### src/ccu_pkg.sv
/*
  package of the 8-bit counter/compare unit: register offsets, field
  positions, reset values, waveform modes and the tick prescale table.
  assumes a 32-bit apb slave with one register per aligned word.
*/
package ccu_pkg;

  // ----------------------------------------
  // register byte addresses
  // ----------------------------------------
  localparam logic [7:0] CTRL_A_ADDR = 8'h00;
  localparam logic [7:0] CTRL_B_ADDR = 8'h04;
  localparam logic [7:0] COUNT_ADDR = 8'h08;
  localparam logic [7:0] CMP_A_ADDR = 8'h0c;
  localparam logic [7:0] CMP_B_ADDR = 8'h10;
  localparam logic [7:0] FLAG_ADDR = 8'h14;
  localparam logic [7:0] ASYNC_ADDR = 8'h18;
  localparam logic [7:0] IMASK_ADDR = 8'h1c;

  // ----------------------------------------
  // field positions
  // ----------------------------------------
  localparam int WGM0_POS = 0;
  localparam int WGM1_POS = 1;
  localparam int COMB_POS = 4;
  localparam int COMA_POS = 6;
  localparam int CS_POS = 0;
  localparam int WGM2_POS = 3;
  localparam int FOCB_POS = 6;
  localparam int FOCA_POS = 7;
  localparam int OVF_POS = 0;
  localparam int FLGA_POS = 1;
  localparam int FLGB_POS = 2;
  localparam int AS_POS = 5;

  // ----------------------------------------
  // reset values and constants
  // ----------------------------------------
  localparam logic [7:0] CTRL_RST = 8'h00;
  localparam logic [7:0] COUNT_RST = 8'h00;
  localparam logic [7:0] MAX_VAL = 8'hff;
  localparam logic [7:0] BOTTOM_VAL = 8'h00;
  localparam logic [2:0] CS_STOP = 3'h0;
  localparam logic [31:0] RD_ZERO = 32'h0000_0000;

  // waveform modes, coded as the 3-bit field value
  localparam logic [2:0] WM_NORMAL = 3'h0;
  localparam logic [2:0] WM_PC_FF = 3'h1;
  localparam logic [2:0] WM_CTC = 3'h2;
  localparam logic [2:0] WM_FAST_FF = 3'h3;
  localparam logic [2:0] WM_PC_CMP = 3'h5;
  localparam logic [2:0] WM_FAST_CMP = 3'h7;

  // ticks per prescale step for clock_select_field 1..6 (others follow 1024)
  localparam logic [9:0] DIV_1 = 10'h000;
  localparam logic [9:0] DIV_8 = 10'h007;
  localparam logic [9:0] DIV_32 = 10'h01f;
  localparam logic [9:0] DIV_64 = 10'h03f;
  localparam logic [9:0] DIV_128 = 10'h07f;
  localparam logic [9:0] DIV_256 = 10'h0ff;
  localparam logic [9:0] DIV_1024 = 10'h3ff;

endpackage

### src/ccu_timer.sv
/*
  8-bit up/down counter with two output compare channels, apb registers.
  assumes one pclk domain; the crystal clock arrives as a plain input
  and is sampled through three flops, so it must run well below pclk/2.
*/
// Added by the designer: register access over APB and the address map.
// Operation
// default tick comes from the io clock
// async select picks crystal pin clock
// 8-bit counter counts up and down
// each tick clears, increments or decrements
// clock select zero stops the counter
// cpu reads/writes count anytime
// cpu count write beats clear/count
// 3-bit mode split over two registers
// overflow flag set per waveform mode
// compare count with both compare values
// match sets flag on next tick
// flag requests interrupt, cleared on service
// writing one clears flag, zero keeps
// waveform acts on match, top, bottom
// compare buffered only in pwm modes
// buffer loads at top or bottom
// cpu writes buffer or active register
// force strobe updates output, no flag
// count write blocks next tick's match
// output action change acts immediately
// output state survives mode change
// software initialises output before pin enable
// software avoids writing count equal compare
// top is 0xff or compare value a
// normal mode overflow on wrap to zero
// top and bottom indications each tick
`timescale 1ns/1ps
module ccu_timer (
  input wire logic pclk,
  input wire logic presetn,
  input wire logic psel,
  input wire logic penable,
  input wire logic pwrite,
  input wire logic [31:0] paddr,
  input wire logic [31:0] pwdata,
  input wire logic [3:0] pstrb,
  output logic [31:0] prdata,
  output logic pready,
  output logic pslverr,
  input wire logic crystal_pin_one,
  input wire logic ovf_ack,
  input wire logic cmpa_ack,
  input wire logic cmpb_ack,
  output logic compare_output_a,
  output logic compare_output_b,
  output logic overflow_irq,
  output logic compare_a_irq,
  output logic compare_b_irq
);
  import ccu_pkg::*;

  // ----------------------------------------
  // apb decode
  // ----------------------------------------
  logic wr_acc;
  logic addr_ok;
  logic [7:0] wbyte;
  assign addr_ok = (paddr[31:8] == 24'h000000) && (paddr[1:0] == 2'h0) &&
                   (paddr[7:0] <= IMASK_ADDR);
  assign wr_acc = psel && penable && pwrite && addr_ok && pstrb[0];
  assign wbyte = pwdata[7:0];

  function automatic logic wr_to(input logic [7:0] a);
    wr_to = wr_acc && (paddr[7:0] == a);
  endfunction

  // ----------------------------------------
  // registers
  // ----------------------------------------
  logic [7:0] ctrl_a_ff;
  logic [2:0] cs_ff;
  logic wgm2_ff;
  logic async_sel_ff;
  logic [2:0] imask_ff;
  logic [2:0] mode;
  logic [1:0] act_a;
  logic [1:0] act_b;
  assign mode = {wgm2_ff, ctrl_a_ff[WGM1_POS], ctrl_a_ff[WGM0_POS]};
  assign act_a = ctrl_a_ff[COMA_POS +: 2];
  assign act_b = ctrl_a_ff[COMB_POS +: 2];

  always_ff @(posedge pclk or negedge presetn) begin
    if (!presetn) begin
      ctrl_a_ff <= CTRL_RST;
      cs_ff <= CS_STOP;
      wgm2_ff <= 1'b0;
      async_sel_ff <= 1'b0;
      imask_ff <= 3'h0;
    end else begin
      if (wr_to(CTRL_A_ADDR)) begin
        ctrl_a_ff <= wbyte;
      end
      if (wr_to(CTRL_B_ADDR)) begin
        cs_ff <= wbyte[CS_POS +: 3];
        wgm2_ff <= wbyte[WGM2_POS];
      end
      if (wr_to(ASYNC_ADDR)) begin
        async_sel_ff <= wbyte[AS_POS];
      end
      if (wr_to(IMASK_ADDR)) begin
        imask_ff <= wbyte[2:0];
      end
    end
  end

  logic pwm_mode;
  logic top_is_cmp;
  logic dual_slope;
  assign pwm_mode = (mode != WM_NORMAL) && (mode != WM_CTC) && (mode[1:0] != 2'h2);
  assign top_is_cmp = (mode == WM_CTC) || (mode == WM_PC_CMP) || (mode == WM_FAST_CMP);
  assign dual_slope = (mode[1:0] == 2'h1);

  // ----------------------------------------
  // tick source
  // ----------------------------------------
  // crystal clock treated as an asynchronous pin: three flops, edge once the last two stages agree
  logic [2:0] xtal_sync_ff;
  logic xtal_seen_ff;
  logic xtal_rise;
  always_ff @(posedge pclk or negedge presetn) begin
    if (!presetn) begin
      xtal_sync_ff <= 3'h0;
      xtal_seen_ff <= 1'b0;
    end else begin
      xtal_sync_ff <= {xtal_sync_ff[1:0], crystal_pin_one};
      if (xtal_sync_ff[2] == xtal_sync_ff[1]) begin
        xtal_seen_ff <= xtal_sync_ff[2];
      end
    end
  end
  assign xtal_rise = (xtal_sync_ff[2] == xtal_sync_ff[1]) && xtal_sync_ff[2] && !xtal_seen_ff;

  logic [9:0] pre_ff;
  logic src_edge;
  logic [9:0] div_lim;
  logic tick;
  assign src_edge = async_sel_ff ? xtal_rise : 1'b1;
  always_comb begin
    case (cs_ff)
      3'h1: div_lim = DIV_1;
      3'h2: div_lim = DIV_8;
      3'h3: div_lim = DIV_32;
      3'h4: div_lim = DIV_64;
      3'h5: div_lim = DIV_128;
      3'h6: div_lim = DIV_256;
      default: div_lim = DIV_1024;
    endcase
  end
  always_ff @(posedge pclk or negedge presetn) begin
    if (!presetn) begin
      pre_ff <= 10'h000;
    end else if (cs_ff == CS_STOP) begin
      pre_ff <= 10'h000;
    end else if (src_edge) begin
      pre_ff <= (pre_ff >= div_lim) ? 10'h000 : pre_ff + 10'h001;
    end
  end
  assign tick = (cs_ff != CS_STOP) && src_edge && (pre_ff >= div_lim);

  // ----------------------------------------
  // counter unit
  // ----------------------------------------
  logic [7:0] count_value_ff;
  logic [7:0] nxt_count;
  logic down_ff;
  logic nxt_down;
  logic [7:0] compare_value_a_ff;
  logic [7:0] compare_value_b_ff;
  logic [7:0] buf_a_ff;
  logic [7:0] buf_b_ff;
  logic [7:0] top_val;
  logic at_top;
  logic at_bottom;
  logic count_wr;
  assign top_val = top_is_cmp ? compare_value_a_ff : MAX_VAL;
  assign at_top = (count_value_ff == top_val);
  assign at_bottom = (count_value_ff == BOTTOM_VAL);
  assign count_wr = wr_to(COUNT_ADDR);

  always_comb begin
    nxt_count = count_value_ff;
    nxt_down = down_ff;
    if (tick) begin
      if (dual_slope) begin
        if (at_top && !down_ff) begin
          nxt_down = 1'b1;
        end else if (at_bottom && down_ff) begin
          nxt_down = 1'b0;
        end
        if (nxt_down) begin
          nxt_count = count_value_ff - 8'h01;
        end else begin
          nxt_count = count_value_ff + 8'h01;
        end
      end else begin
        nxt_down = 1'b0;
        if (at_top && mode != WM_NORMAL) begin
          nxt_count = BOTTOM_VAL;
        end else begin
          nxt_count = count_value_ff + 8'h01;
        end
      end
    end
  end

  always_ff @(posedge pclk or negedge presetn) begin
    if (!presetn) begin
      count_value_ff <= COUNT_RST;
      down_ff <= 1'b0;
    end else begin
      down_ff <= nxt_down;
      if (count_wr) begin
        count_value_ff <= wbyte;
      end else begin
        count_value_ff <= nxt_count;
      end
    end
  end

  // ----------------------------------------
  // compare registers and buffering
  // ----------------------------------------
  logic load_pt;
  assign load_pt = tick && (dual_slope ? at_top : at_bottom);
  always_ff @(posedge pclk or negedge presetn) begin
    if (!presetn) begin
      buf_a_ff <= COUNT_RST;
      buf_b_ff <= COUNT_RST;
      compare_value_a_ff <= COUNT_RST;
      compare_value_b_ff <= COUNT_RST;
    end else begin
      if (wr_to(CMP_A_ADDR)) begin
        buf_a_ff <= wbyte;
      end
      if (wr_to(CMP_B_ADDR)) begin
        buf_b_ff <= wbyte;
      end
      if (!pwm_mode) begin
        // buffer follows active so a later switch to pwm starts coherent
        if (wr_to(CMP_A_ADDR)) begin
          compare_value_a_ff <= wbyte;
        end
        if (wr_to(CMP_B_ADDR)) begin
          compare_value_b_ff <= wbyte;
        end
      end else if (load_pt) begin
        compare_value_a_ff <= buf_a_ff;
        compare_value_b_ff <= buf_b_ff;
      end
    end
  end

  // ----------------------------------------
  // match, blocking and flags
  // ----------------------------------------
  logic block_ff;
  logic match_a;
  logic match_b;
  logic cmp_ev_a;
  logic cmp_ev_b;
  logic ovf_ev;
  assign match_a = (count_value_ff == compare_value_a_ff);
  assign match_b = (count_value_ff == compare_value_b_ff);
  // blocking lasts until the next tick, however long the counter is stopped
  always_ff @(posedge pclk or negedge presetn) begin
    if (!presetn) begin
      block_ff <= 1'b0;
    end else if (count_wr) begin
      block_ff <= 1'b1;
    end else if (tick) begin
      block_ff <= 1'b0;
    end
  end
  assign cmp_ev_a = tick && match_a && !block_ff && !count_wr;
  assign cmp_ev_b = tick && match_b && !block_ff && !count_wr;
  assign ovf_ev = tick && !count_wr &&
                  (dual_slope ? (at_bottom && down_ff) :
                   (mode == WM_NORMAL || mode == WM_CTC) ? (count_value_ff == MAX_VAL) :
                   at_top);

  logic [2:0] flag_ff;
  logic [2:0] flag_set;
  logic [2:0] flag_clr;
  assign flag_set = {cmp_ev_b, cmp_ev_a, ovf_ev};
  assign flag_clr = ({3{wr_to(FLAG_ADDR)}} & wbyte[2:0]) |
                    {cmpb_ack, cmpa_ack, ovf_ack};
  always_ff @(posedge pclk or negedge presetn) begin
    if (!presetn) begin
      flag_ff <= 3'h0;
    end else begin
      flag_ff <= flag_set | (flag_ff & ~flag_clr); // set wins over clear
    end
  end

  always_ff @(posedge pclk or negedge presetn) begin
    if (!presetn) begin
      overflow_irq <= 1'b0;
      compare_a_irq <= 1'b0;
      compare_b_irq <= 1'b0;
    end else begin
      overflow_irq <= flag_ff[OVF_POS] && imask_ff[OVF_POS] && !ovf_ack;
      compare_a_irq <= flag_ff[FLGA_POS] && imask_ff[FLGA_POS] && !cmpa_ack;
      compare_b_irq <= flag_ff[FLGB_POS] && imask_ff[FLGB_POS] && !cmpb_ack;
    end
  end

  // ----------------------------------------
  // waveform generator
  // ----------------------------------------
  logic force_a;
  logic force_b;
  assign force_a = wr_to(CTRL_B_ADDR) && wbyte[FOCA_POS] && !pwm_mode;
  assign force_b = wr_to(CTRL_B_ADDR) && wbyte[FOCB_POS] && !pwm_mode;

  function automatic logic wave_next(input logic cur, input logic [1:0] act,
                                     input logic hit, input logic frc,
                                     input logic pwm, input logic dual,
                                     input logic dn, input logic bot);
    logic r;
    r = cur;
    if (pwm) begin
      // only 2 and 3 act in pwm; 3 is the inverted form
      if (act[1]) begin
        if (hit) begin
          r = dual ? (dn ^ act[0]) : act[0];
        end else if (bot && !dual) begin
          r = !act[0];
        end
      end
    end else if (hit || frc) begin
      case (act)
        2'h1: r = !cur;
        2'h2: r = 1'b0;
        2'h3: r = 1'b1;
        default: r = cur;
      endcase
    end
    wave_next = r;
  endfunction

  logic nxt_oc_a;
  logic nxt_oc_b;
  assign nxt_oc_a = wave_next(compare_output_a, act_a, cmp_ev_a, force_a, pwm_mode,
                              dual_slope, nxt_down, tick && at_bottom);
  assign nxt_oc_b = wave_next(compare_output_b, act_b, cmp_ev_b, force_b, pwm_mode,
                              dual_slope, nxt_down, tick && at_bottom);
  // output state has no mode-dependent reset path, so it survives mode changes
  always_ff @(posedge pclk or negedge presetn) begin
    if (!presetn) begin
      compare_output_a <= 1'b0;
      compare_output_b <= 1'b0;
    end else begin
      compare_output_a <= nxt_oc_a;
      compare_output_b <= nxt_oc_b;
    end
  end

  // ----------------------------------------
  // apb read and response
  // ----------------------------------------
  logic [7:0] rd_byte;
  always_comb begin
    case (paddr[7:0])
      CTRL_A_ADDR: rd_byte = ctrl_a_ff;
      CTRL_B_ADDR: rd_byte = {4'h0, wgm2_ff, cs_ff}; // force bits read zero
      COUNT_ADDR: rd_byte = count_value_ff;
      CMP_A_ADDR: rd_byte = pwm_mode ? buf_a_ff : compare_value_a_ff;
      CMP_B_ADDR: rd_byte = pwm_mode ? buf_b_ff : compare_value_b_ff;
      FLAG_ADDR: rd_byte = {5'h00, flag_ff};
      ASYNC_ADDR: rd_byte = {2'h0, async_sel_ff, 5'h00};
      IMASK_ADDR: rd_byte = {5'h00, imask_ff};
      default: rd_byte = 8'h00;
    endcase
  end

  // zero-wait slave: setup phase registers ready, access completes next edge
  always_ff @(posedge pclk or negedge presetn) begin
    if (!presetn) begin
      prdata <= RD_ZERO;
      pready <= 1'b0;
      pslverr <= 1'b0;
    end else begin
      pready <= psel && !penable;
      pslverr <= psel && !penable && !addr_ok;
      if (psel && !penable && !pwrite) begin
        prdata <= addr_ok ? {24'h000000, rd_byte} : RD_ZERO;
      end
    end
  end
endmodule
### config.mk
export PLATFORM = sky130hd
export DESIGN_NAME = ccu_timer
export DESIGN_NICKNAME = d
export VERILOG_FILES = /design/src/ccu_pkg.sv /design/src/ccu_timer.sv
export SDC_FILE = /design/constraint.sdc
export NUM_CORES = 1
export LEC_CHECK = 0
export BUFFER_PORTS_ARGS = -buffer_cell sky130_fd_sc_hd__buf_2
export CORE_ASPECT_RATIO = 1.5
export CORE_UTILIZATION = 50
export DETAILED_ROUTE_END_ITERATION = 8
export GPL_ROUTABILITY_DRIVEN = 1
export MAX_ROUTING_LAYER = met4
export PLACE_DENSITY = 0.78
export SLEW_MARGIN = 20
export SYNTH_ARGS = -nofsm -noshare
export SYNTH_HDL_FRONTEND = slang
export SYNTH_SLANG_ARGS = --single-unit
### constraint.sdc
create_clock -name pclk -period 3.1 [get_ports pclk]
set_clock_uncertainty 0.2 [all_clocks]
set_input_delay 0.155 -clock pclk [delete_from_list [all_inputs] [get_ports pclk]]
set_output_delay 0.155 -clock pclk [all_outputs]
set_load 0.005 [all_outputs]
== Yosys cells after proc, flatten, opt, wreduce, memory -nomap -nowiden ==
Index checks and enable logic that the tools add are counted.
Operators by class
  mux-type cells: 46
  $add $sub $neg: 3
  reductions and logical operators: 88
  bitwise logic cells: 7
  eq/ne operators: 35
  $lt $le $gt $ge: 2
Operators with widths (count)
  $mux W8: 15
  $pmux W8 S8: 1
  $pmux W10 S6: 1
  $logic_and A1 B1 Y1: 47
  $eq A8 B5 Y1 const B: 4
  $mux W10: 3
  $eq A8 B8 Y1: 3
  $logic_not A24 Y1: 1
  $mux W1: 24
  $eq A8 B4 Y1 const B: 2
  $logic_not A1 Y1: 16
  $logic_not A8 Y1: 2
  $eq A3 B3 Y1 const B: 5
  $reduce_bool A2 Y1: 6
  $add A10 B1 Y10 const B: 1
  $ge A10 B10 Y1: 1
  $eq A3 B2 Y1 const B: 3
  $add A8 B1 Y8 const B: 1
  $eq A2 B2 Y1 const B: 4
  $eq A8 B3 Y1 const B: 1
  $eq A8 B8 Y1 const B: 1
  $le A8 B5 Y1 const B: 1
  $reduce_and A4 Y1: 2
  $reduce_bool A4 Y1: 2
  18 further kinds: 34
Word-level totals
  output and inout bits: 39
  register bits: 114
  logic and storage cells: 205

== Longest topological paths before layout ==
Gate-level depths: netlist of run 1.
  depth after elaboration: 16
  gate-level depth with buffers: 13
  gate-level depth less buffers: 11

== Worst setup path before layout of run 1 ==
No wires, ideal clock.
  path kind: reg2reg
  from: reg cs_ff[2]
  to: reg compare_output_a
  period minus slack after synthesis: 3.358 ns
  path buffers: 1
  slack: -0.258 ns
  arrival: 3.026 ns
  library setup time: 0.132 ns
  required time: 2.768 ns
  stages on the path, launching flop included: 12
  cell sequence: dfrtp_1 -> clkbuf_1 -> or3b_2 -> ha_1 -> nand2b_1 -> a211oi_1 -> o211ai_1 -> nand3_2 -> or4b_1 -> o32a_1 -> mux2i_1 -> o31ai_1
On the way
  word-level cells in the longest chain between the ends: 10
  elaborated cells between the ends (all ways): 26
  classes of those cells: order compare: 1; eq/ne: 7; mux: 6; bitwise: 1; reduce/logical: 11
Ends and longest elaborated chain
  start, declared: line ccu_timer.sv:78  | logic [2:0] cs_ff;
  start signal, assigned: line ccu_timer.sv:101  | cs_ff <= wbyte[CS_POS +: 3];
  $eq A3 B3 Y1, or another cell as far along: line ccu_timer.sv:146  | case (cs_ff)
  $pmux W10 S6: line ccu_timer.sv:146
  $ge A10 B10 Y1: line ccu_timer.sv:165  | assign tick = (cs_ff != CS_STOP) && src_edge && (pre_ff >= div_lim);
  $logic_and A1 B1 Y1 *: line ccu_timer.sv:165
  $mux W1 / $logic_and A1 B1 Y1 (equally long branches): line ccu_timer.sv:190, ccu_timer.sv:281
  $xor A1 B1 Y1 / $logic_and A1 B1 Y1 (equally long branches): line ccu_timer.sv:332, ccu_timer.sv:281
  $mux W1 / $logic_and A1 B1 Y1 (equally long branches): line ccu_timer.sv:332, ccu_timer.sv:281
  $mux W1 / $logic_or A1 B1 Y1 (equally long branches): line ccu_timer.sv:331, ccu_timer.sv:337
  $mux W1 / $reduce_bool A2 Y1 (equally long branches)
  $mux W1 / $reduce_and A4 Y1 (equally long branches)
  end signal, assigned: line ccu_timer.sv:360  | compare_output_a <= nxt_oc_a;
  end, declared: line ccu_timer.sv:51  | output logic compare_output_a,
Mark *: on every way between the ends. The rest lies on a longest branch, timed or not. The select of a mux whose other input is x is not followed.
A chain may end at the register's enable or synchronous reset.

== Final worst setup path of run 1 ==
  from: reg cs_ff[0]
  to: reg compare_output_a
Same word-level chain as after synthesis.

==> qor.yml, run 1 <==
setup_path:
  rr_endpoint: "compare_output_a$_DFFE_PN0P_"
  worstSetupPathType: "register to register"
  startpoint_type: "register"
  worstPathRequired_ps: 3120
  critPathArrivalTime_ps: 3210
  rrSetupSlack_ps: -90
  cp_max_fo: 6
  worst_r2r_path_depth: 12
  end_kind: "register"
  r2r_start: "cs_ff[0]$_DFFE_PN0P_"
sta:
  finalHoldViolations: 0
  relSlewSlack_pct: 57.3
  timing.fmax_mhz: 314
  holdWs_ps: 11.0
  finalWorstSetupSlack_ps: -85.4
  min_period_ps: 3190
  rsz0062_at_grt: "yes"
  finalSetupViolCount: 1
  finalSetupTns_ps: -85.4
  tightestPinTransition_ps: 625
  final_max_slew_viol_count: 0
  fin_crit_sh_pct: 103
flow_run:
  drv_cap: 0
drt:
  drt-pass1-iter-count: 4
  routed_wl_mm: 16.9
  detail_route.wl_per_cell_microns: 19.2
  viasPerCell: 5.91
  drc_errors: 0
  drtIter0Drc: 368
  route.vias.total: 5185
  detail-route-antenna-nets: 0
floorplanning:
  die_area_sq_um: 11700
  die_x_microns: 88.6
  rows: 47
  die_y_microns: 132
  ios: 116
  core_sq_um: 11000
  start_util_pct: 51.1
layout:
  drive_gt1_share_pct: 29.7
  nets: 818
  n_antenna_cell: 0
  syn_to_final_growth_pct: 22.6
  fillers: 864
  fin_cells: 877
synth:
  ys.flop_type: "dfrtp_1"
  ys_types: 64
  synthAdderAreaFrac_pct: 3.56
  synth_common_cells: "92 x nand2_1, 90 x dfrtp_1, 46 x mux2_2"
  synthCells: 617
  yosys_warnings: 0
  synth_seq_area_share_pct: 40.1
  synthTopCellsByArea: "dfrtp_1 40%, mux2_2 9.2%, nand2_1 6.1%, a21oi_1 3.6%, ha_1 3.6%"
  synth-edff-count: 0
  async_reset_ff_share_pct: 100
  synth_top_area_share_pct: 40.1
  yosysTopAreaCell: "dfrtp_1"
  yosysMostFrequentCell: "nand2_1"
  yosys.area_share.simple_pct: 21.2
  synth-seq-cells: 90
  avgSynthCellArea_sq_um: 9.11
  synthXorXnorAreaFrac_pct: 1.87
  synth_compound_area_share_pct: 15.0
  synth_area_sq_um: 5620
  muxShareOfSynthArea_pct: 11.6
  synth_top_family_by_area: "simple AND/OR/NAND/NOR gates"
global_routing:
  grt_use_total_pct: 31.2
  antenna_found_initial: 0
  globalRoute.totalOverflow: 0
  grt_max_degree: 45
  grt_pass1_vias: 5357
  grt_pass1_wl_mm: 26.6
worst_hold_path:
  min_from: "pwdata[2]"
  whs_path_depth: 3
  hold_path_class: "primary input to register"
  holdPathEnd: "count_value_ff[2]$_DFFE_PN0P_"
place:
  dp_cells: 841
  place_congestion: 1.01
  dpl.hpwl_mm: 12.2
  io_buffers: 64
power_and_ir_drop:
  irDropWorstVdd_mv: 0.262
  p_per_area_nw_per_um2: 350
  p_leak_nw: 3.27
clock_tree:
  numCtsBuffers: 9
  cts_tree: "built"
  clkTransAtPathRegs_ps: 70
  htree_levels: 3
  cts_sinks: 90
  clk_path_buf_depth: 2
  insertion_delay_ps: 350
  cts_root_buf: "clkbuf_16"
outcome:
  status: "finished, violations left"
  violations: "setup timing"
==> layout by cell type, fill, tap and decap left out, types with 5 or more instances in the layout <==
| cell type | count |
|---|---|
| inv_1 | 20 |
| nor4_1 | 7 |
| dlygate4sd3_1 | 14 |
| nor3b_1 | 6 |
| nor3_1 | 8 |
| conb_1 | 24 |
| nor2_1 | 38 |
| mux2i_1 | 10 |
| nand2_1 | 90 |
| a2111oi_0 | 5 |
| clkbuf_16 | 9 |
| o21ai_0 | 37 |
| a21oi_1 | 37 |
| a21o_1 | 5 |
| nand4_1 | 8 |
| or2_2 | 5 |
| buf_4 | 49 |
| o21a_1 | 5 |
| o31ai_1 | 6 |
| ha_1 | 13 |
| buf_2 | 63 |
| xor2_1 | 10 |
| dfrtp_1 | 87 |
| mux2_2 | 46 |
| and3_1 | 8 |
| nand3_1 | 13 |
| a31oi_1 | 7 |
| nor2b_1 | 10 |
==> metrics by stage <==
stage | power [mW] | setup slack, ps | area [sq um] | utilization, %
after floorplan | 1.27 | -39.1 | 5730 | -
final | 2.41 | -85.4 | 6890 | 62.6
after CTS | 2.43 | -48.6 | 6780 | 61.7
after detailed placement | 1.32 | -198 | 6250 | 56.9
after global routing | 2.49 | -202 | 6890 | 62.6
after global placement | 1.32 | -25.4 | 6250 | 56.9
==> critical path, cell delays in order (launching register included) <==
cell	delay [ps]
dfrtp_2	470
buf_12	150
xnor2_4	160
nor2_2	60
ha_1	300
o21a_1	140
o211ai_1	130
a21oi_4	190
nand3_2	170
or4b_4	570
o32a_1	300
mux2i_1	130
o31ai_1	90
==> cells by family (layout without fill, tap and decap cells) <==
kind of cell	count (synthesis)	after routing
AND/OR/NAND/NOR	232	232
AO/OA/AOI/OAI	135	135
flip-flops	90	90
buffers and inverters	73	163
multiplexers	58	58
adder cells (fa/ha/maj)	16	16
XOR/XNOR	12	12
other	1	24
==> power by group <==
| group | switching [mW] | total [mW] | internal [mW] |
|---|---|---|---|
| Combinational | 0.0835 | 0.136 | 0.0521 |
| Clock | 0.478 | 1.09 | 0.616 |
| Sequential | 0.00228 | 1.18 | 1.18 |
==> sequential cells by signal, indices dropped and copies added, names as in the netlist, 3 cells and up <==
name,count
imask_ff,3
prdata,8
compare_value_b_ff,8
cs_ff,3
compare_value_a_ff,8
buf_b_ff,8
pre_ff,10
buf_a_ff,8
xtal_sync_ff,3
ctrl_a_ff,8
count_value_ff,8
flag_ff,3
==> layer usage <==
metal / global-route usage [%] / share of wire [%]
met3: 4.57 / 4.0
met5: - / 0
met2: 52.2 / 53
met4: 21.1 / 6.6
met1: 33.0 / 36
==> cell type report <==
class | instances | area [sq um] | area share (%)
clock buffer | 12 | 267 | 3.87
clock inverter | 4 | 32.5 | 0.472
inverter | 20 | 75.1 | 1.09
multi-input combinational | 477 | 3230 | 46.9
sequential | 90 | 2260 | 32.7
tap | 147 | 184 | 2.67
timing repair buffer | 127 | 843 | 12.2
==> worst max path at each step <==
stage                         startpoint  slack, ps                      endpoint  depth (start not counted)
floorplan           cs_ff[2]$_DFFE_PN0P_        -40  compare_output_a$_DFFE_PN0P_                         11
global placement    cs_ff[1]$_DFFE_PN0P_        -30  compare_output_a$_DFFE_PN0P_                         10
detailed placement  cs_ff[1]$_DFFE_PN0P_       -200  compare_output_a$_DFFE_PN0P_                         11
CTS                 cs_ff[1]$_DFFE_PN0P_        -50  compare_output_a$_DFFE_PN0P_                         10
global route        cs_ff[0]$_DFFE_PN0P_       -200  compare_output_a$_DFFE_PN0P_                         10
finish              cs_ff[0]$_DFFE_PN0P_        -90  compare_output_a$_DFFE_PN0P_                         12
==> what timing repair did <==
| action | CTS | global route |
|---|---|---|
| pin swaps | 8 | 7 |
| hold endpoints to repair | 71 | 0 |
| resized for setup | 12 | 14 |
| hold buffers | 14 | 0 |
| setup buffers | 5 | 1 |
| setup endpoints to repair | 22 | 30 |
No activity file was read; power rests on OpenSTA's default activity.
==> run 2, diff against run 1 <==
--- a/config.mk
+++ b/config.mk
@@ -6,12 +6,13 @@
 export NUM_CORES = 1
 export LEC_CHECK = 0
 export BUFFER_PORTS_ARGS = -buffer_cell sky130_fd_sc_hd__buf_2
+export CAP_MARGIN = 30
 export CORE_ASPECT_RATIO = 1.5
-export CORE_UTILIZATION = 50
+export CORE_UTILIZATION = 25
 export DETAILED_ROUTE_END_ITERATION = 8
 export GPL_ROUTABILITY_DRIVEN = 1
 export MAX_ROUTING_LAYER = met4
-export PLACE_DENSITY = 0.78
+export PLACE_DENSITY = 0.45
 export SLEW_MARGIN = 20
 export SYNTH_ARGS = -nofsm -noshare
 export SYNTH_HDL_FRONTEND = slang
==> run 2 against run 1 <==
  * The run ends with hold timing, setup timing left
  * Total power grew 5.3%
  * Fmax grew 0.97%
  * Critical path depth shrank 2
  * Via count shrank 5.8%
  * Clock-buffer cell count shrank 2
  * Critical path type unchanged
  * Critical endpoint unchanged
==> qor.yml, run 2 (synthesized netlist as in run 1, its figures left out) <==
outcome:
  status: "finished, violations left"  # unchanged
  violations: "hold timing, setup timing"  # was setup timing
power_and_ir_drop:
  pwr-share-comb_pct: 5.4  # was 5.6%
  intPower_mw: 1.96  # was 1.85 mW
  p_per_area_nw_per_um2: 363  # was 350 nW/um^2
  p_leak_nw: 3.29  # was 3.27 nW
  swShare_pct: 22.8  # was 23.4%
  switchingPower_mw: 0.579  # was 0.564 mW
  irDropWorstVdd_mv: 0.213  # was 0.262 mV
  power_frac_seq_pct: 46.5  # was 49.0%
  clock_power_share_pct: 48.1  # was 45.4%
sta:
  fin_crit_sh_pct: 102  # was 103%
  relSlewSlack_pct: 51.0  # was 57.3%
  finalWorstSetupSlack_ps: -54.8  # was -85.4 ps
  rsz0062_at_grt: "yes"  # unchanged
  finalSetupViolCount: 1  # unchanged
  timing.fmax_mhz: 317  # was 314 MHz
  tightestPinTransition_ps: 735  # was 625 ps
  final_max_slew_viol_count: 0  # unchanged
  min_period_ps: 3150  # was 3190 ps
  finalHoldViolations: 1  # was 0
  holdWs_ps: -12.9  # was 11.0 ps
clock_tree:
  numCtsBuffers: 9  # unchanged
  cts_root_buf: "clkbuf_16"  # unchanged
  cts_sinks: 90  # unchanged
  clkTransAtPathRegs_ps: 70  # about the same
  insertion_delay_ps: 360  # was 350 ps
  clk_path_buf_depth: 2  # unchanged
  htree_levels: 3  # unchanged
  cts_tree: "built"  # unchanged
global_routing:
  antenna_found_initial: 0  # unchanged
  globalRoute.totalOverflow: 0  # unchanged
  grt_pass1_vias: 4967  # was 5357
  grt_pass1_wl_mm: 27.9  # was 26.6 mm
  grt_max_degree: 57  # was 45
  grt_use_total_pct: 16.4  # was 31.2%
setup_path:
  rrSetupSlack_ps: -50  # was -90 ps
  worstPathRequired_ps: 3140  # was 3120 ps
  startpoint_type: "register"  # unchanged
  critPathArrivalTime_ps: 3190  # was 3210 ps
  cp_top_family: "simple AND/OR/NAND/NOR gates"  # was compound AO/OA/AOI/OAI gates
  crit_path_cell_trace: "or3b_4 > ha_1 > nand2b_1 > a211oi_1 > o211ai_1 > nand3_2 > or4b_4 > o32a_1 > mux2i_1 > o31ai_1"  # was buf_12 > xnor2_4 > nor2_2 > ha_1 > o21a_1 > o211ai_1 > a21oi_4 > nand3_2 > or4b_4 > o32a_1 > mux2i_1 > o31ai_1
  cp_max_fo: 5  # was 6
  worstSetupPathType: "register to register"  # unchanged
  end_kind: "register"  # unchanged
  slowest_delay_ps: 530  # was 570 ps
  critPathBufInv: 0  # was 1
  crit_slowest_cell: "or4b_4"  # unchanged
flow_run:
  drv_cap: 0  # unchanged
floorplanning:
  die_x_microns: 124  # was 88.6 microns
  die_area_sq_um: 23100  # was 11700 sq um
  core_sq_um: 21900  # was 11000 sq um
  rows: 66  # was 47
  die_y_microns: 186  # was 132 microns
  start_util_pct: 25.7  # was 51.1%
  ios: 116  # unchanged
drt:
  routed_wl_mm: 17.8  # was 16.9 mm
  route.vias.total: 4883  # was 5185
  detail_route.wl_per_cell_microns: 17.7  # was 19.2 microns
  detail-route-antenna-nets: 0  # unchanged
  drt-pass1-iter-count: 4  # unchanged
  viasPerCell: 4.86  # was 5.91
  drtIter0Drc: 233  # was 368
  drc_errors: 0  # unchanged
worst_hold_path:
  hold_path_class: "primary input to register"  # unchanged
place:
  io_buffers: 64  # unchanged
  place_congestion: 0.819  # was 1.01
  dp_slack_ps: -60.4  # was -198 ps
  dpl.hpwl_mm: 13.8  # was 12.2 mm
layout:
  top_register: "pre_ff"  # unchanged
  nets: 820  # was 818
  n_antenna_cell: 0  # unchanged
  largest_reg_flops: 10  # unchanged
  layout_commonest_cell: "nand2_1"  # unchanged
  drive_gt1_share_pct: 29.0  # was 29.7%
  syn_to_final_growth_pct: 24.4  # was 22.6%
  final_cell_mix: "91 x nand2_1, 87 x dfrtp_1, 63 x buf_2"  # was 90 x nand2_1, 87 x dfrtp_1, 63 x buf_2
## run 2: cell count changes in the layout (fill, tap and decap cells not counted), sizes merged
cell,previous run,this run
inv,22,21
bufinv,0,2
clkbuf,12,10
buf,113,116
clkinv,1,2
dlygate4sd3,14,13
## run 2: per-stage QoR
step	utilization (%)	cells	total power [mW]	setup TNS [ps]	instance area, sq um
after floorplan	-	640	1.27	-39.1	5730
after global placement	29.6	973	1.33	-20.4	6470
after detailed placement	29.6	973	1.33	-136	6470
after CTS	31.8	1003	2.58	-47.2	6950
after global routing	32.0	1004	2.63	-337	6990
final	32.0	1004	2.54	-54.8	6990
## run 2: path summary, 6_finish.rpt
kind	start	endpoint	cells past startpoint
max	cs_ff[2]$_DFFE_PN0P_	compare_output_a$_DFFE_PN0P_	10
min	pwdata[0]	count_value_ff[0]$_DFFE_PN0P_	2
max reg2reg	cs_ff[2]$_DFFE_PN0P_	compare_output_a$_DFFE_PN0P_	10
min reg2reg	xtal_sync_ff[0]$_DFF_PN0_	xtal_sync_ff[1]$_DFF_PN0_	0
max in group asynchronous	presetn	count_value_ff[5]$_DFFE_PN0P_	3
min in group asynchronous	presetn	pre_ff[6]$_DFFE_PN0P_	2
## run 2: power groups by stage
stage	clock (mW)	combinational [mW]	sequential, mW
final	1.22	0.137	1.18
after global routing	1.30	0.153	1.18
after CTS	1.25	0.140	1.18
after detailed placement	0	0.127	1.20
after global placement	0	0.126	1.20
after floorplan	0	0.0631	1.20
## run 2: area by class of cell
| cell class | instances | area [sq um] |
|---|---|---|
| well taps | 272 | 340 |
| repair buffers | 129 | 856 |
| multi-input cells | 477 | 3140 |
| clock inverters | 6 | 88.8 |
| fillers | 2316 | 14900 |
| flip-flops and latches | 90 | 2260 |
| inverters | 20 | 75.1 |
| clock buffers | 10 | 239 |
## run 2: routing by layer
metal | share of wire (%) | vias up | wire (microns) | track usage, %
met5 | 0 | - | 0 | -
met3 | 3.1 | 31 | 553 | 1.95
met2 | 51 | 125 | 9070 | 29.1
li1 | - | 2374 | - | -
met1 | 42 | 2353 | 7410 | 17.9
met4 | 4.3 | 0 | 756 | 8.77
## run 2: timing repair
action | 4_1_cts | 5_1_grt
setup buffers | 1 | 1
pin swaps | 1 | 3
endpoints found under the setup margin | 20 | 24
hold buffers | 13 | 0
resized for setup | 5 | 10
hold endpoints to repair | 78 | 0
==> run 3, diff against run 2 <==
--- a/config.mk
+++ b/config.mk
@@ -11,7 +11,6 @@
 export CORE_UTILIZATION = 25
 export DETAILED_ROUTE_END_ITERATION = 8
 export GPL_ROUTABILITY_DRIVEN = 1
-export MAX_ROUTING_LAYER = met4
 export PLACE_DENSITY = 0.45
 export SLEW_MARGIN = 20
 export SYNTH_ARGS = -nofsm -noshare
==> run 3 against run 2 <==
  * The flow still finishes with violations (hold timing, setup timing)
  * Cell area is the same
  * Sequential power is essentially flat
  * Via count shrank 0.82%
  * Final cell count is the same
  * First-iteration DRC count shrank 12%
  * Non-clock buffer count is the same
  * Total power shrank 0.25%
  * Worst setup slack gained 7.9 ps
  * Die area is the same
  * Clock power is essentially flat
  * Global-route usage shrank 0.48 points
==> qor.yml, run 3 (synthesized netlist as in run 1, its figures left out) <==
floorplanning:
  rows: 66  # unchanged
  die_area_sq_um: 23100  # unchanged
  core_sq_um: 21900  # unchanged
  start_util_pct: 25.7  # unchanged
  die_x_microns: 124  # unchanged
  ios: 116  # unchanged
  die_y_microns: 186  # unchanged
outcome:
  violations: "hold timing, setup timing"  # unchanged
  status: "finished, violations left"  # unchanged
sta:
  fin_crit_sh_pct: 102  # about the same
  finalWorstSetupSlack_ps: -46.9  # was -54.8 ps
  finalHoldViolations: 1  # unchanged
  tightestPinTransition_ps: 736  # was 735 ps
  holdWs_ps: -9.67  # was -12.9 ps
  finalSetupViolCount: 1  # unchanged
  min_period_ps: 3150  # about the same
  final_max_slew_viol_count: 0  # unchanged
  relSlewSlack_pct: 51.0  # about the same
  timing.fmax_mhz: 318  # was 317 MHz
  finalSetupTns_ps: -46.9  # was -54.8 ps
  rsz0062_at_grt: "yes"  # unchanged
power_and_ir_drop:
  p_per_area_nw_per_um2: 362  # was 363 nW/um^2
  irDropWorstVdd_mv: 0.212  # was 0.213 mV
  p_leak_nw: 3.29  # unchanged
setup_path:
  rrSetupSlack_ps: -50  # about the same
  startpoint: "cs_ff[2]$_DFFE_PN0P_"  # unchanged
  critPathArrivalTime_ps: 3190  # about the same
  end_kind: "register"  # unchanged
  startpoint_type: "register"  # unchanged
  r2r_start: "cs_ff[2]$_DFFE_PN0P_"  # unchanged
  cp-endpoint: "compare_output_a$_DFFE_PN0P_"  # unchanged
  cp_max_fo: 5  # unchanged
  worst_r2r_path_depth: 10  # unchanged
  worstSetupPathType: "register to register"  # unchanged
  worstPathRequired_ps: 3140  # about the same
  rr_endpoint: "compare_output_a$_DFFE_PN0P_"  # unchanged
layout:
  syn_to_final_growth_pct: 24.4  # unchanged
  fillers: 2316  # unchanged
  nets: 820  # unchanged
  drive_gt1_share_pct: 29.0  # unchanged
  final_cell_mix: "91 x nand2_1, 87 x dfrtp_1, 63 x buf_2"  # unchanged
  n_antenna_cell: 0  # unchanged
  layout_commonest_cell: "nand2_1"  # unchanged
  largest_reg_flops: 10  # unchanged
  top_register: "pre_ff"  # unchanged
place:
  dpl.hpwl_mm: 13.8  # unchanged
  io_buffers: 64  # unchanged
  dp_slack_ps: -60.4  # unchanged
  place_congestion: 0.807  # was 0.819
drt:
  wl_met1_mm: 7.31  # was 7.41 mm
  wl_met3_microns: 598  # was 553 microns
  top_layer: "met4"  # unchanged
  detail_route.wl_per_cell_microns: 17.7  # about the same
  route.vias.total: 4843  # was 4883
  drtIter0Drc: 205  # was 233
  detail-route-antenna-nets: 0  # unchanged
  wl_met2_mm: 9.07  # about the same
  routed_wl_mm: 17.7  # was 17.8 mm
  viasPerCell: 4.82  # was 4.86
  drc_errors: 0  # unchanged
  drt-pass1-iter-count: 4  # unchanged
global_routing:
  grt_max_degree: 57  # unchanged
  grt_pass1_vias: 4963  # was 4967
  grt_use_total_pct: 15.9  # was 16.4%
  grt_pass1_wl_mm: 27.8  # was 27.9 mm
  globalRoute.totalOverflow: 0  # unchanged
  antenna_found_initial: 0  # unchanged
flow_run:
  drv_cap: 0  # unchanged
clock_tree:
  clkTransAtPathRegs_ps: 70  # about the same
  htree_levels: 3  # unchanged
  cts_root_buf: "clkbuf_16"  # unchanged
  insertion_delay_ps: 360  # about the same
  cts_sinks: 90  # unchanged
  clk_path_buf_depth: 2  # unchanged
  cts_tree: "built"  # unchanged
  numCtsBuffers: 9  # unchanged
worst_hold_path:
  hold_path_class: "primary input to register"  # unchanged
  min_from: "pwdata[0]"  # unchanged
## run 3: power by group
part           internal [mW]  leakage [nW]  total (mW)  switching, mW
registers               1.18          1.10        1.18        0.00186
logic                 0.0512          2.03       0.137         0.0857
clock network          0.731         0.160        1.22          0.485
## run 3: per-stage QoR
step	hold slack (ps)	utilization, %	power [mW]	instance area [sq um]	std cells
2_1_floorplan	-341	-	1.27	5730	640
3_3_place_gp	66.1	29.6	1.33	6470	973
3_5_place_dp	72.4	29.6	1.33	6470	973
4_1_cts	3.47	31.8	2.58	6950	1003
5_1_grt	17.8	32.0	2.63	6990	1004
6_report	-9.67	32.0	2.53	6990	1004
## run 3: how the worst min path moves through the flow
stage	to	slack (ps)	cells after the start
after floorplan	async_sel_ff$_DFFE_PN0P_	-340	0
after global placement	pre_ff[9]$_DFFE_PN0P_	70	1
after detailed placement	pre_ff[6]$_DFFE_PN0P_	70	1
after CTS	count_value_ff[0]$_DFFE_PN0P_	3	2
after global routing	count_value_ff[0]$_DFFE_PN0P_	20	2
final	count_value_ff[0]$_DFFE_PN0P_	-10	2
## run 3: layout make-up
class | count | area, sq um | share of cell area, %
Multi-Input combinational cell | 477 | 3140 | 44.9
Tap cell | 272 | 340 | 4.87
Timing Repair Buffer | 129 | 856 | 12.2
Clock buffer | 10 | 239 | 3.42
Clock inverter | 6 | 88.8 | 1.27
Sequential cell | 90 | 2260 | 32.3
Inverter | 20 | 75.1 | 1.07
## run 3: what timing repair did
item	4_1_cts	5_1_grt
setup buffers	1	1
hold buffers	13	0
resized for setup	5	10
pin swaps	1	3
endpoints found under the hold margin	78	0
endpoints found under the setup margin	20	24
## run 3: layer usage
metal	global-route usage (%)	vias to the layer above
li1	-	2377
met1	17.8	2304
met2	29.0	127
met3	2.16	35
met4	8.63	0
met5	0	-
## run 3: critical path: stages, from the launching register on
cell      delay (ps)
dfrtp_2          450
or3b_4           410
ha_1             270
nand2b_1          90
a211oi_1          70
o211ai_1         270
nand3_2          190
or4b_4           530
o32a_1           340
mux2i_1          130
o31ai_1           80
